### src/shared/exec_pkg.sv
// constants for the set-all-ones and power-down execution block
package exec_pkg;
  // opcode patterns
  localparam logic [6:0] SET_ALL_OP = 7'h34;
  localparam int SET_ALL_OP_LSB = 9;
  localparam int BANK_FLAG_BIT = 8;
  localparam logic [15:0] SLEEP_OP = 16'h0003;
  localparam logic [7:0] ALL_ONES = 8'hFF;
  localparam logic [7:0] INDEXED_LIMIT = 8'h5F;
  localparam logic [7:0] ACCESS_SPLIT = 8'h60;
  localparam logic [3:0] ACCESS_LOW_BANK = 4'h0;
  localparam logic [3:0] ACCESS_HIGH_BANK = 4'hF;
  // register map (byte addresses)
  localparam logic [3:0] CTRL_OFS = 4'h0;
  localparam logic [3:0] BANK_OFS = 4'h4;
  localparam logic [3:0] STATUS_OFS = 4'h8;
  localparam int CTRL_EXT_BIT = 0;
  localparam int STATUS_TIMEOUT_BIT = 0;
  localparam int STATUS_PDOWN_BIT = 1;
  localparam int STATUS_SLEEP_BIT = 2;
  localparam logic CTRL_EXT_RESET = 1'b0;
  localparam logic [3:0] BANK_RESET = 4'h0;
  localparam logic TIMEOUT_RESET = 1'b1;
  localparam logic PDOWN_RESET = 1'b1;
  localparam logic [1:0] RESP_OKAY = 2'h0;
  localparam logic [1:0] RESP_SLVERR = 2'h2;
endpackage

### src/shared/decode_if.sv
// carrier between the executing core and its opcode decoder
interface decode_if;
  logic [15:0] instr;
  logic ext_en;
  logic [3:0] bank_select_reg;
  logic [11:0] index_base;
  logic is_set_all;
  logic is_sleep;
  logic [11:0] file_addr;
  modport dec (input instr, ext_en, bank_select_reg, index_base,
               output is_set_all, is_sleep, file_addr);
  modport core (output instr, ext_en, bank_select_reg, index_base,
                input is_set_all, is_sleep, file_addr);
endinterface

### src/hdl/opcode_decoder.sv
// opcode decoder and file address resolution
module opcode_decoder (
  decode_if.dec d
);
  logic [7:0] f;
  logic bank_flag;

  assign f = d.instr[7:0];
  assign bank_flag = d.instr[exec_pkg::BANK_FLAG_BIT];
  assign d.is_set_all = d.instr[15:exec_pkg::SET_ALL_OP_LSB] == exec_pkg::SET_ALL_OP;
  assign d.is_sleep = d.instr == exec_pkg::SLEEP_OP;

  always_comb begin
    if (bank_flag) begin
      d.file_addr = {d.bank_select_reg, f};
    end else if (d.ext_en && f <= exec_pkg::INDEXED_LIMIT) begin
      d.file_addr = 12'(d.index_base + {4'h0, f});
    end else if (f >= exec_pkg::ACCESS_SPLIT) begin
      d.file_addr = {exec_pkg::ACCESS_HIGH_BANK, f};
    end else begin
      d.file_addr = {exec_pkg::ACCESS_LOW_BANK, f};
    end
  end
endmodule

### src/hdl/set_file_and_power_down_exec.sv
// executes the set-all-ones and power-down instructions, with an axi4-lite register slave
//
// Design decisions made here: the AXI4-Lite interface to the registers and the register offsets.
module set_file_and_power_down_exec (
  input wire logic ref_clk,
  input wire logic rst_n,
  input wire logic instr_valid,
  input wire logic [15:0] instr_word,
  input wire logic [11:0] index_base,
  input wire logic wake_watchdog,
  input wire logic wake_other,
  output logic file_wr_en,
  output logic [11:0] file_wr_addr,
  output logic [7:0] file_wr_data,
  output logic watchdog_clear,
  output logic osc_stop,
  output logic timeout_status_flag_n,
  output logic power_down_status_flag_n,
  input wire logic s_axi_awvalid,
  output logic s_axi_awready,
  input wire logic [31:0] s_axi_awaddr,
  input wire logic s_axi_wvalid,
  output logic s_axi_wready,
  input wire logic [31:0] s_axi_wdata,
  input wire logic [3:0] s_axi_wstrb,
  output logic s_axi_bvalid,
  input wire logic s_axi_bready,
  output logic [1:0] s_axi_bresp,
  input wire logic s_axi_arvalid,
  output logic s_axi_arready,
  input wire logic [31:0] s_axi_araddr,
  output logic s_axi_rvalid,
  input wire logic s_axi_rready,
  output logic [31:0] s_axi_rdata,
  output logic [1:0] s_axi_rresp
);
  typedef enum logic {RUN, ASLEEP} core_state_e;

  core_state_e state;
  logic ext_en;
  logic [3:0] bank_select_reg;
  logic aw_held;
  logic w_held;
  logic [3:0] aw_addr;
  logic [31:0] w_data;
  logic [3:0] w_strb;
  logic do_write;
  logic exec_ok;
  logic exec_set_all;
  logic exec_sleep;

  // the decoder sits behind an interface so the address resolution can be
  // swapped without touching the execution logic below
  decode_if dif ();

  assign dif.instr = instr_word;
  assign dif.ext_en = ext_en;
  assign dif.bank_select_reg = bank_select_reg;
  assign dif.index_base = index_base;

  opcode_decoder u_dec (
    .d(dif.dec)
  );

  // no instruction is accepted while asleep: the oscillator is stopped
  assign exec_ok = instr_valid && state == RUN;
  // both opcodes are decoded from the same word; they can never match together
  assign exec_set_all = exec_ok && dif.is_set_all;
  assign exec_sleep = exec_ok && dif.is_sleep;

  // core state
  always_ff @(posedge ref_clk) begin
    if (!rst_n) begin
      state <= RUN;
    end else begin
      unique case (state)
        RUN: begin
          if (exec_sleep) begin
            state <= ASLEEP;
          end
        end
        ASLEEP: begin
          if (wake_watchdog || wake_other) begin
            state <= RUN;
          end
        end
      endcase
    end
  end

  // osc_stop mirrors the asleep state; it is kept as its own flop so the
  // output comes straight from a register
  always_ff @(posedge ref_clk) begin
    if (!rst_n) begin
      osc_stop <= 1'b0;
    end else if (exec_sleep) begin
      osc_stop <= 1'b1;
    end else if (state == ASLEEP && (wake_watchdog || wake_other)) begin
      osc_stop <= 1'b0;
    end
  end

  // file write port; only the data byte is driven, no status flag path exists
  always_ff @(posedge ref_clk) begin
    if (!rst_n) begin
      file_wr_en <= 1'b0;
      file_wr_addr <= 12'h000;
      file_wr_data <= 8'h00;
    end else begin
      file_wr_en <= exec_set_all;
      // address and data hold between writes so a slow file can sample late
      if (exec_set_all) begin
        file_wr_addr <= dif.file_addr;
        file_wr_data <= exec_pkg::ALL_ONES;
      end
    end
  end

  always_ff @(posedge ref_clk) begin
    if (!rst_n) begin
      watchdog_clear <= 1'b0;
    end else begin
      watchdog_clear <= exec_sleep;
    end
  end

  // status flags
  always_ff @(posedge ref_clk) begin
    if (!rst_n) begin
      power_down_status_flag_n <= exec_pkg::PDOWN_RESET;
    end else if (exec_sleep) begin
      power_down_status_flag_n <= 1'b0;
    end
  end

  always_ff @(posedge ref_clk) begin
    if (!rst_n) begin
      timeout_status_flag_n <= exec_pkg::TIMEOUT_RESET;
    end else if (exec_sleep) begin
      timeout_status_flag_n <= 1'b1;
    end else if (state == ASLEEP && wake_watchdog) begin
      timeout_status_flag_n <= 1'b0;
    end
  end

  // axi4-lite write side: address and data taken in either order
  // limitation: only one write is in flight; readies stay low until the
  // response has been taken, trading throughput for a tiny slave
  assign do_write = aw_held && w_held && !s_axi_bvalid;

  always_ff @(posedge ref_clk) begin
    if (!rst_n) begin
      aw_held <= 1'b0;
      aw_addr <= 4'h0;
    end else if (s_axi_awvalid && s_axi_awready) begin
      aw_held <= 1'b1;
      aw_addr <= s_axi_awaddr[3:0];
    end else if (do_write) begin
      aw_held <= 1'b0;
    end
  end

  always_ff @(posedge ref_clk) begin
    if (!rst_n) begin
      w_held <= 1'b0;
      w_data <= 32'h00000000;
      w_strb <= 4'h0;
    end else if (s_axi_wvalid && s_axi_wready) begin
      w_held <= 1'b1;
      w_data <= s_axi_wdata;
      w_strb <= s_axi_wstrb;
    end else if (do_write) begin
      w_held <= 1'b0;
    end
  end

  // ready is registered so each channel takes one beat per write
  always_ff @(posedge ref_clk) begin
    if (!rst_n) begin
      s_axi_awready <= 1'b0;
      s_axi_wready <= 1'b0;
    end else begin
      s_axi_awready <= !aw_held && !(s_axi_awvalid && s_axi_awready) && !s_axi_bvalid;
      s_axi_wready <= !w_held && !(s_axi_wvalid && s_axi_wready) && !s_axi_bvalid;
    end
  end

  always_ff @(posedge ref_clk) begin
    if (!rst_n) begin
      s_axi_bvalid <= 1'b0;
      s_axi_bresp <= exec_pkg::RESP_OKAY;
    end else if (do_write) begin
      s_axi_bvalid <= 1'b1;
      if (aw_addr == exec_pkg::CTRL_OFS || aw_addr == exec_pkg::BANK_OFS ||
          aw_addr == exec_pkg::STATUS_OFS) begin
        s_axi_bresp <= exec_pkg::RESP_OKAY;
      end else begin
        s_axi_bresp <= exec_pkg::RESP_SLVERR;
      end
    end else if (s_axi_bready) begin
      s_axi_bvalid <= 1'b0;
    end
  end

  always_ff @(posedge ref_clk) begin
    if (!rst_n) begin
      ext_en <= exec_pkg::CTRL_EXT_RESET;
      bank_select_reg <= exec_pkg::BANK_RESET;
    end else if (do_write && w_strb[0]) begin
      if (aw_addr == exec_pkg::CTRL_OFS) begin
        ext_en <= w_data[exec_pkg::CTRL_EXT_BIT];
      end
      if (aw_addr == exec_pkg::BANK_OFS) begin
        bank_select_reg <= w_data[3:0];
      end
    end
  end

  // axi4-lite read side
  always_ff @(posedge ref_clk) begin
    if (!rst_n) begin
      s_axi_arready <= 1'b0;
    end else begin
      s_axi_arready <= !s_axi_rvalid && !(s_axi_arvalid && s_axi_arready);
    end
  end

  always_ff @(posedge ref_clk) begin
    if (!rst_n) begin
      s_axi_rvalid <= 1'b0;
      s_axi_rdata <= 32'h00000000;
      s_axi_rresp <= exec_pkg::RESP_OKAY;
    end else if (s_axi_arvalid && s_axi_arready) begin
      s_axi_rvalid <= 1'b1;
      s_axi_rresp <= exec_pkg::RESP_OKAY;
      s_axi_rdata <= 32'h00000000;
      unique case (s_axi_araddr[3:0])
        exec_pkg::CTRL_OFS: s_axi_rdata[exec_pkg::CTRL_EXT_BIT] <= ext_en;
        exec_pkg::BANK_OFS: s_axi_rdata[3:0] <= bank_select_reg;
        exec_pkg::STATUS_OFS: begin
          s_axi_rdata[exec_pkg::STATUS_TIMEOUT_BIT] <= timeout_status_flag_n;
          s_axi_rdata[exec_pkg::STATUS_PDOWN_BIT] <= power_down_status_flag_n;
          s_axi_rdata[exec_pkg::STATUS_SLEEP_BIT] <= state == ASLEEP;
        end
        default: s_axi_rresp <= exec_pkg::RESP_SLVERR;
      endcase
    end else if (s_axi_rready) begin
      s_axi_rvalid <= 1'b0;
    end
  end
endmodule

### config.mk
export PLATFORM = sky130hd
export DESIGN_NAME = set_file_and_power_down_exec
export DESIGN_NICKNAME = d
export VERILOG_FILES = /design/src/shared/exec_pkg.sv /design/src/shared/decode_if.sv /design/src/hdl/opcode_decoder.sv /design/src/hdl/set_file_and_power_down_exec.sv
export SDC_FILE = /design/constraint.sdc
export NUM_CORES = 1
export LEC_CHECK = 0
export BUFFER_PORTS_ARGS = -buffer_cell sky130_fd_sc_hd__buf_2
export CORE_MARGIN = 4
export CORE_UTILIZATION = 37
export DETAILED_ROUTE_END_ITERATION = 16
export HOLD_SLACK_MARGIN = 0.06
export PLACE_DENSITY = 0.85
export SYNTH_ARGS = -nofsm -noshare
export SYNTH_HDL_FRONTEND = slang
export SYNTH_SLANG_ARGS = --single-unit
export TNS_END_PERCENT = 1
### constraint.sdc
create_clock -name ref_clk -period 4.1 [get_ports ref_clk]
set_input_delay 0.41 -clock ref_clk [delete_from_list [all_inputs] [get_ports ref_clk]]
set_output_delay 0.41 -clock ref_clk [all_outputs]
set_load 0.01 [all_outputs]
==> summary.md, run 1 <==
| Metric | Value |
|---|---|
| Row cnt | `29` |
| GPL Wtd Cong | `~0.91` |
| Max reg flops | `12` |
| Area occupied by multi-input gates | `~1400 µm²` |
| Arrival time worst endpoint | `between 2000 and 3000 ps` |
| Largest register by flop count | `file_wr_addr` |
| FF-to-FF Start | `state` |
| Worst-case reg-to-reg path depth | `5` |
| Overflow after GRT | `0` |
| Pwr dens | `~340 nW/µm²` |
| Hold Path End | `aw_addr[0]` |
| DRC viols | `0` |
| Endpoints failing setup | `0` |
| Hold Crit Depth | `3` |
| Syn avg cell area | `about 8.4 µm²` |
| Final Hold Viols | `0` |
| Tmin final | `approximately 2500 ps` |
| Post-cts sizing count | `0` |
| CTS tree | `yes` |
| Worst path max stage delay | `slightly below 900 ps` |
| Layout cell share with drive strength beyond 1 | `26.4%` |
| Setup bufs post-CTS | `0` |
| Worst slew pin tran | `approximately 1100 ps` |
| Setup Crit Path Kind | `reg -> reg` |
| # fillers | `approximately 670` |
| Core region area | `6490 µm²` |
| Worst-Skew Late Latency | `290 ps` |
| Worst Setup Start Kind | `flop` |
| HP Start | `s_axi_awaddr[0]` |
| Critical path's slowest cell | `nor4_4` |
| VDD IR max | `between 0.1 and 0.15 mV` |
| Core Util, Final | `between 40% and 50%` |
| R2R setup slack | `roughly 1600 ps` |
| Top Ports | `between 200 and 250` |
| Root Driver | `clkbuf_8` |
| Fmax | `just over 400 MHz` |
| Sum of negative setup slack | `0 ps` |
| Largest net degree at the start of global routing | `33` |
| Top delay family on crit path | `simple AND/OR/NAND/NOR gates` |
| Pleak | `about 1.4 nW` |
| Initial antenna violation count | `0` |
| First-pass DRT Iterations | `4` |
| R2R Path End | `file_wr_addr[8]` |
| Clock tree buffer depth | `2` |
| Clock-pin slew on the worst setup and hold paths | `roughly 90 ps` |
| Sequential cell area fraction in the yosys report | `approximately 36%` |
| Number of nets in the layout | `528` |
| Critical path, cell by cell | `or4b_4, nor4_4, o21ai_2, a221oi_1, a21oi_1` |
| Total CTS buffers | `5` |
| Die H | `between 90 and 100 µm` |
| Clock Sinks | `46` |
| Layout area overhead | `18.4%` |
| Cell area after synthesis | `approximately 2500 µm²` |
| Clk_skew | `between 8 and 9 ps` |
| Sequential Area | `slightly above 900 µm²` |
| CP Max Fanout | `25` |
| CP Capture Type | `flop` |
| Initial Util | `just under 40%` |
| Post-synthesis cell type count | `around 50` |
| Worst hold path class | `in -> reg` |
| Cells after Synth | `a little over 300` |
| Global-route wire length before repair | `just under 10000 µm` |
| Number of global-route vias before repair | `roughly 2100` |
| CP Data Required Time | `between 4000 and 5000 ps` |
| Ant diodes | `0` |
| Period utilization | `between 60% and 70%` |
| Port bufs | `86` |
| Outcome | `finished clean` |
| Initial DRC count | `between 90 and 100` |
| Max-slew headroom | `just under 30%` |
| Vias per cell | `5.02` |
| Post-DP HPWL | `4970 µm` |
| Die width | `between 90 and 100 µm` |
| Final Slew Violations | `0` |
| Wire length per cell | `13.4 µm` |
| Hold buffers post-CTS | `0` |
| Die ar. | `slightly above 8000 µm²` |
| Via count | `2302` |
| Yosys warnings | `0` |
| WL final | `just over 6000 µm` |
| RSZ-0062 raised after global routing | `false` |
| Register bit count reported by yosys | `46` |
| All-Layer GR Usage | `14.5%` |
| Worst path bufs/invs | `0` |
| H-tree Lvls | `2` |
| Routed Antenna Nets | `0` |
| MaxCap Viol Count | `0` |
worst register-to-register path: cells and delay by family (launching register included):
family          cells  cell delay (ps)
compound gates      3              540
flops               1              360
simple gates        2             1450
cell usage after synthesis (all sizes together):
cell type  number  area, µm²
nor2b           3       18.8
a221oi          1       8.76
nand2          37        139
nand2b          3       18.8
inv             5       18.8
dfxtp          46        921
o2111ai         1       8.76
nand3b          2       15.0
ha              8        100
nor4            3       33.8
nor3            5       25.0
a211o           1       8.76
a311oi          2       17.5
o21ai          17       88.8
a211oi          4       30.0
a22o            2       17.5
fa              1       20.0
and3            2       12.5
or4b            2       23.8
nand3          15       75.1
mux2i           6       60.1
o211ai          5       37.5
a31oi           6       37.5
a21o            3       22.5
a22oi           3       22.5
xor2            4       35.0
o22ai           2       12.5
a21oi          26        138
or4             2       15.0
o32ai           2       17.5
o21a            3       22.5
buf            40        298
o211a           2       20.0
or3             3       23.8
clkbuf          4       15.0
xnor2           2       17.5
conb            1       3.75
o31a            1       8.76
nor2           23       86.3
nand4           1       6.26
nor3b           4       30.0
how the worst max path moves through the flow:
| stage | from | endpoint | slack [ps] | depth (start not counted) |
|---|---|---|---|---|
| after floorplan | instr_word[0] | file_wr_addr[10] | 2110 | 8 |
| after global placement | instr_word[10] | file_wr_addr[8] | 1520 | 6 |
| after detailed placement | instr_word[10] | file_wr_addr[8] | 1510 | 6 |
| after CTS | state | file_wr_addr[8] | 1610 | 5 |
| after global routing | state | file_wr_addr[8] | 1440 | 5 |
| final | state | file_wr_addr[8] | 1620 | 5 |
stage by stage:
step                area [µm²]  total power, mW  setup slack [ps]  instances  hold slack (ps)
CTS                       3000             1.03              1610        459              350
detailed placement        2850            0.621              1510        451              435
global route              3000             1.07              1440        459              363
global placement          2850            0.615              1520        451              424
finish                    3000             1.02              1620        459              361
floorplan                 2640            0.586              2110        332              413
routing by layer:
metal,routed length (µm),GRT usage [%],vias to the layer above
met5,0,0,-
met4,115,5.48,0
met3,390,3.17,10
met2,2960,25.3,74
met1,2670,17.3,1044
li1,-,-,1174
kinds of logic after synthesis:
logic type,Yosys count,share of synthesized area [%]
adder cells (fa/ha/maj),9,4.75
buffers and inverters,49,13.1
multiplexers,6,2.37
AO/OA/AOI/OAI,81,20.5
AND/OR/NAND/NOR,105,20.7
XOR/XNOR,6,2.08
other,1,0.148
flip-flops,46,36.4
cells in the final DEF, fill, tap and decap left out, drive strengths merged, types with 2 or more instances in the layout:
cell / instances
a211oi: 4
a21o: 3
a21oi: 26
a22o: 2
a22oi: 3
a311oi: 2
a31oi: 6
and3: 2
buf: 86
bufinv: 2
clkbuf: 6
conb: 30
dfxtp: 46
ha: 8
inv: 5
mux2i: 6
nand2: 37
nand2b: 3
nand3: 15
nand3b: 2
nor2: 23
nor2b: 3
nor3: 5
nor3b: 4
nor4: 3
o211a: 2
o211ai: 5
o21a: 3
o21ai: 17
o22ai: 2
o32ai: 2
or3: 3
or4: 2
or4b: 2
xnor2: 2
xor2: 4
power breakdown:
part           internal (mW)  switching, mW  total [mW]  leakage (nW)
Sequential             0.457        0.00908       0.466         0.373
Clock                  0.260          0.149       0.409        0.0714
Combinational         0.0583         0.0868       0.145         0.954
Total                  0.776          0.245        1.02          1.40
area by class of cell:
cell class,count,area share (%)
multi-input cells,237,46.3
clock inverters,2,2.00
inverters,5,0.626
repair buffers,86,14.4
clock buffers,6,2.76
well taps,77,3.22
flip-flops and latches,46,30.7
Note: power is estimated with default switching activity, not from simulation.
==> run 2, diff against run 1 <==
==> constraint.sdc (replaced) <==
create_clock -name ref_clk -period 2.6 [get_ports ref_clk]
set_input_delay 0.26 -clock ref_clk [delete_from_list [all_inputs] [get_ports ref_clk]]
set_output_delay 0.26 -clock ref_clk [all_outputs]
set_load 0.01 [all_outputs]
==> run 2 against run 1 <==
Count of clock-buffer cells in the layout down 1; worst hold slack worse by 150 ps; worst setup slack got worse by 1000 ps; die area unchanged; sequential power rose by 58%; via count is 0.78% higher; global-route usage decreased by 0.090 points; cell count increased by 0.44%; critical path depth is the same; clock power rose by 26%; non-clock buffer count grew 2; largest power group unchanged.
==> summary.md, run 2 (synthesized netlist as in run 1, its figures left out) <==
| Metric | Value |
|---|---|
| Setup WS post-layout | `624 ps` |
| Critical path, cell by cell | `or4b_4, or3_1, or3_4, nand2_1, nand2_1` |
| Sw frac | `approximately a quarter` |
| Ant diodes | `0` |
| Outcome | `finished clean` |
| Die ar. | `around 8200 µm²` |
| Number of global-route vias before repair | `2064` |
| Initial Util | `39.0%` |
| Most frequent cells in the layout | `buf_2 (86), dfxtp_1 (46), nand2_1 (37)` |
| Sum of negative setup slack | `0 ps` |
| Root Driver | `clkbuf_8` |
| Port bufs | `86` |
| Wire length per cell | `approximately 13 µm` |
| All-Layer GR Usage | `14.4%` |
| Worst slew pin tran | `around 1000 ps` |
| # fillers | `~660` |
| Sequential Area | `approximately 920 µm²` |
| Sequential share of power | `roughly half` |
| Vias per cell | `a little over 5` |
| Pleak | `~1.4 nW` |
| Setup Crit Path Kind | `reg -> reg` |
| RSZ-0062 raised after global routing | `false` |
| Initial antenna violation count | `0` |
| Die H | `90.7 µm` |
| Worst Setup Start Kind | `flop` |
| CP Capture Type | `flop` |
| Max reg flops | `12` |
| Worst path max stage delay | `570 ps` |
| Clock network power share | `a little over a third` |
| Leading cell type in the layout, fill and taps excluded | `buf_2` |
| CTS tree | `yes` |
| Post-DP HPWL | `between 4000 and 5000 µm` |
| Max-slew headroom | `33.3%` |
| Endpoints failing setup | `0` |
| Post-cts sizing count | `0` |
| Layout area overhead | `17.6%` |
| Tmin final | `roughly 2000 ps` |
| GPL Wtd Cong | `between 0.9 and 1` |
| Clock Sinks | `between 40 and 50` |
| Global-route wire length before repair | `roughly 10000 µm` |
| DRC viols | `0` |
| Top Ports | `between 200 and 250` |
| R2R setup slack | `between 600 and 700 ps` |
| Total CTS buffers | `5` |
| Cell Int Power | `around 1.1 mW` |
| Area occupied by multi-input gates | `roughly 1400 µm²` |
| VDD IR max | `approximately 0.26 mV` |
| Overflow after GRT | `0` |
| Initial DRC count | `67` |
| Fin cells | `roughly 460` |
| CP Max Fanout | `5` |
| H-tree Lvls | `2` |
| Arrival time worst endpoint | `approximately 2200 ps` |
| Worst-Skew Late Latency | `~290 ps` |
| Gate power share | `approximately 15%` |
| Final Hold Viols | `0` |
| Clock-pin slew on the worst setup and hold paths | `~90 ps` |
| Row cnt | `29` |
| WL final | `6170 µm` |
| P_sw | `roughly 0.38 mW` |
| Setup WS pre-CTS | `between 400 and 500 ps` |
| Fmax | `roughly 510 MHz` |
| Worst hold path class | `in -> reg` |
| First-pass DRT Iterations | `4` |
| Layout cell share with drive strength beyond 1 | `around 27%` |
| Clk_skew | `around 9 ps` |
| Die width | `90.7 µm` |
| Clock tree buffer depth | `2` |
| Pwr dens | `496 nW/µm²` |
| Hold buffers post-CTS | `0` |
| Critical path's slowest cell | `or4b_4` |
| Via count | `around 2300` |
| CP Data Required Time | `2770 ps` |
| MaxCap Viol Count | `0` |
| Largest register by flop count | `file_wr_addr` |
| Placed Instances | `around 450` |
| Largest net degree at the start of global routing | `33` |
| Core region area | `about 6500 µm²` |
| Period utilization | `76.0%` |
| Top cell by count, worst path | `nand2_1` |
| Number of nets in the layout | `530` |
| Setup bufs post-CTS | `0` |
| Final Slew Violations | `0` |
| Routed Antenna Nets | `0` |
run 2: changes by cell type in the layout (fill, tap and decap cells not counted), sizes merged:
cell / delta
buf: +2
clkinv: +2
bufinv: -1
clkbuf: -1
run 2: power by group through the flow:
stage          registers [mW]  clock network [mW]  logic [mW]
3_5_place_dp            0.752                   0       0.226
6_report                0.735               0.515       0.228
5_1_grt                 0.738               0.558       0.255
4_1_cts                 0.735               0.532       0.227
3_3_place_gp            0.751                   0       0.219
2_1_floorplan           0.753                   0       0.171
run 2: routing by layer:
layer  track usage [%]  vias up  part of all wire (%)
li1                  -     1185                     -
met1              17.8     1053                    43
met2              24.3       76                    49
met3              3.33        6                   6.3
met4              5.10        0                   1.2
met5                 0        -                     0
run 2: through the flow:
| stage | cell area, µm² | power (mW) | util, % | hold slack [ps] |
|---|---|---|---|---|
| 3_3_place_gp | 2870 | 0.970 | 44.2 | 424 |
| 4_1_cts | 2980 | 1.49 | 45.8 | 201 |
| 3_5_place_dp | 2870 | 0.977 | 44.2 | 438 |
| 6_report | 2980 | 1.48 | 45.8 | 207 |
| 2_1_floorplan | 2640 | 0.924 | - | 392 |
| 5_1_grt | 2980 | 1.55 | 45.8 | 211 |
run 2: cell type report:
class	count	share of cell area [%]
timing repair buffer	88	15.0
clock inverter	3	1.34
sequential	46	30.9
multi-input combinational	237	46.6
tap	77	3.24
inverter	5	0.630
clock buffer	5	2.31
run 2: path summary, 6_finish.rpt:
check,startpoint,cells after the start,end
max,state,5,power_down_status_flag_n
min,s_axi_awaddr[3],3,aw_addr[3]
max reg2reg,state,5,power_down_status_flag_n
min reg2reg,aw_held,1,s_axi_awready
run 2: worst max-delay path: cells and delay by family, from the launching register on:
family | cells | cell delay (ps)
simple gates | 5 | 1490
flops | 1 | 370
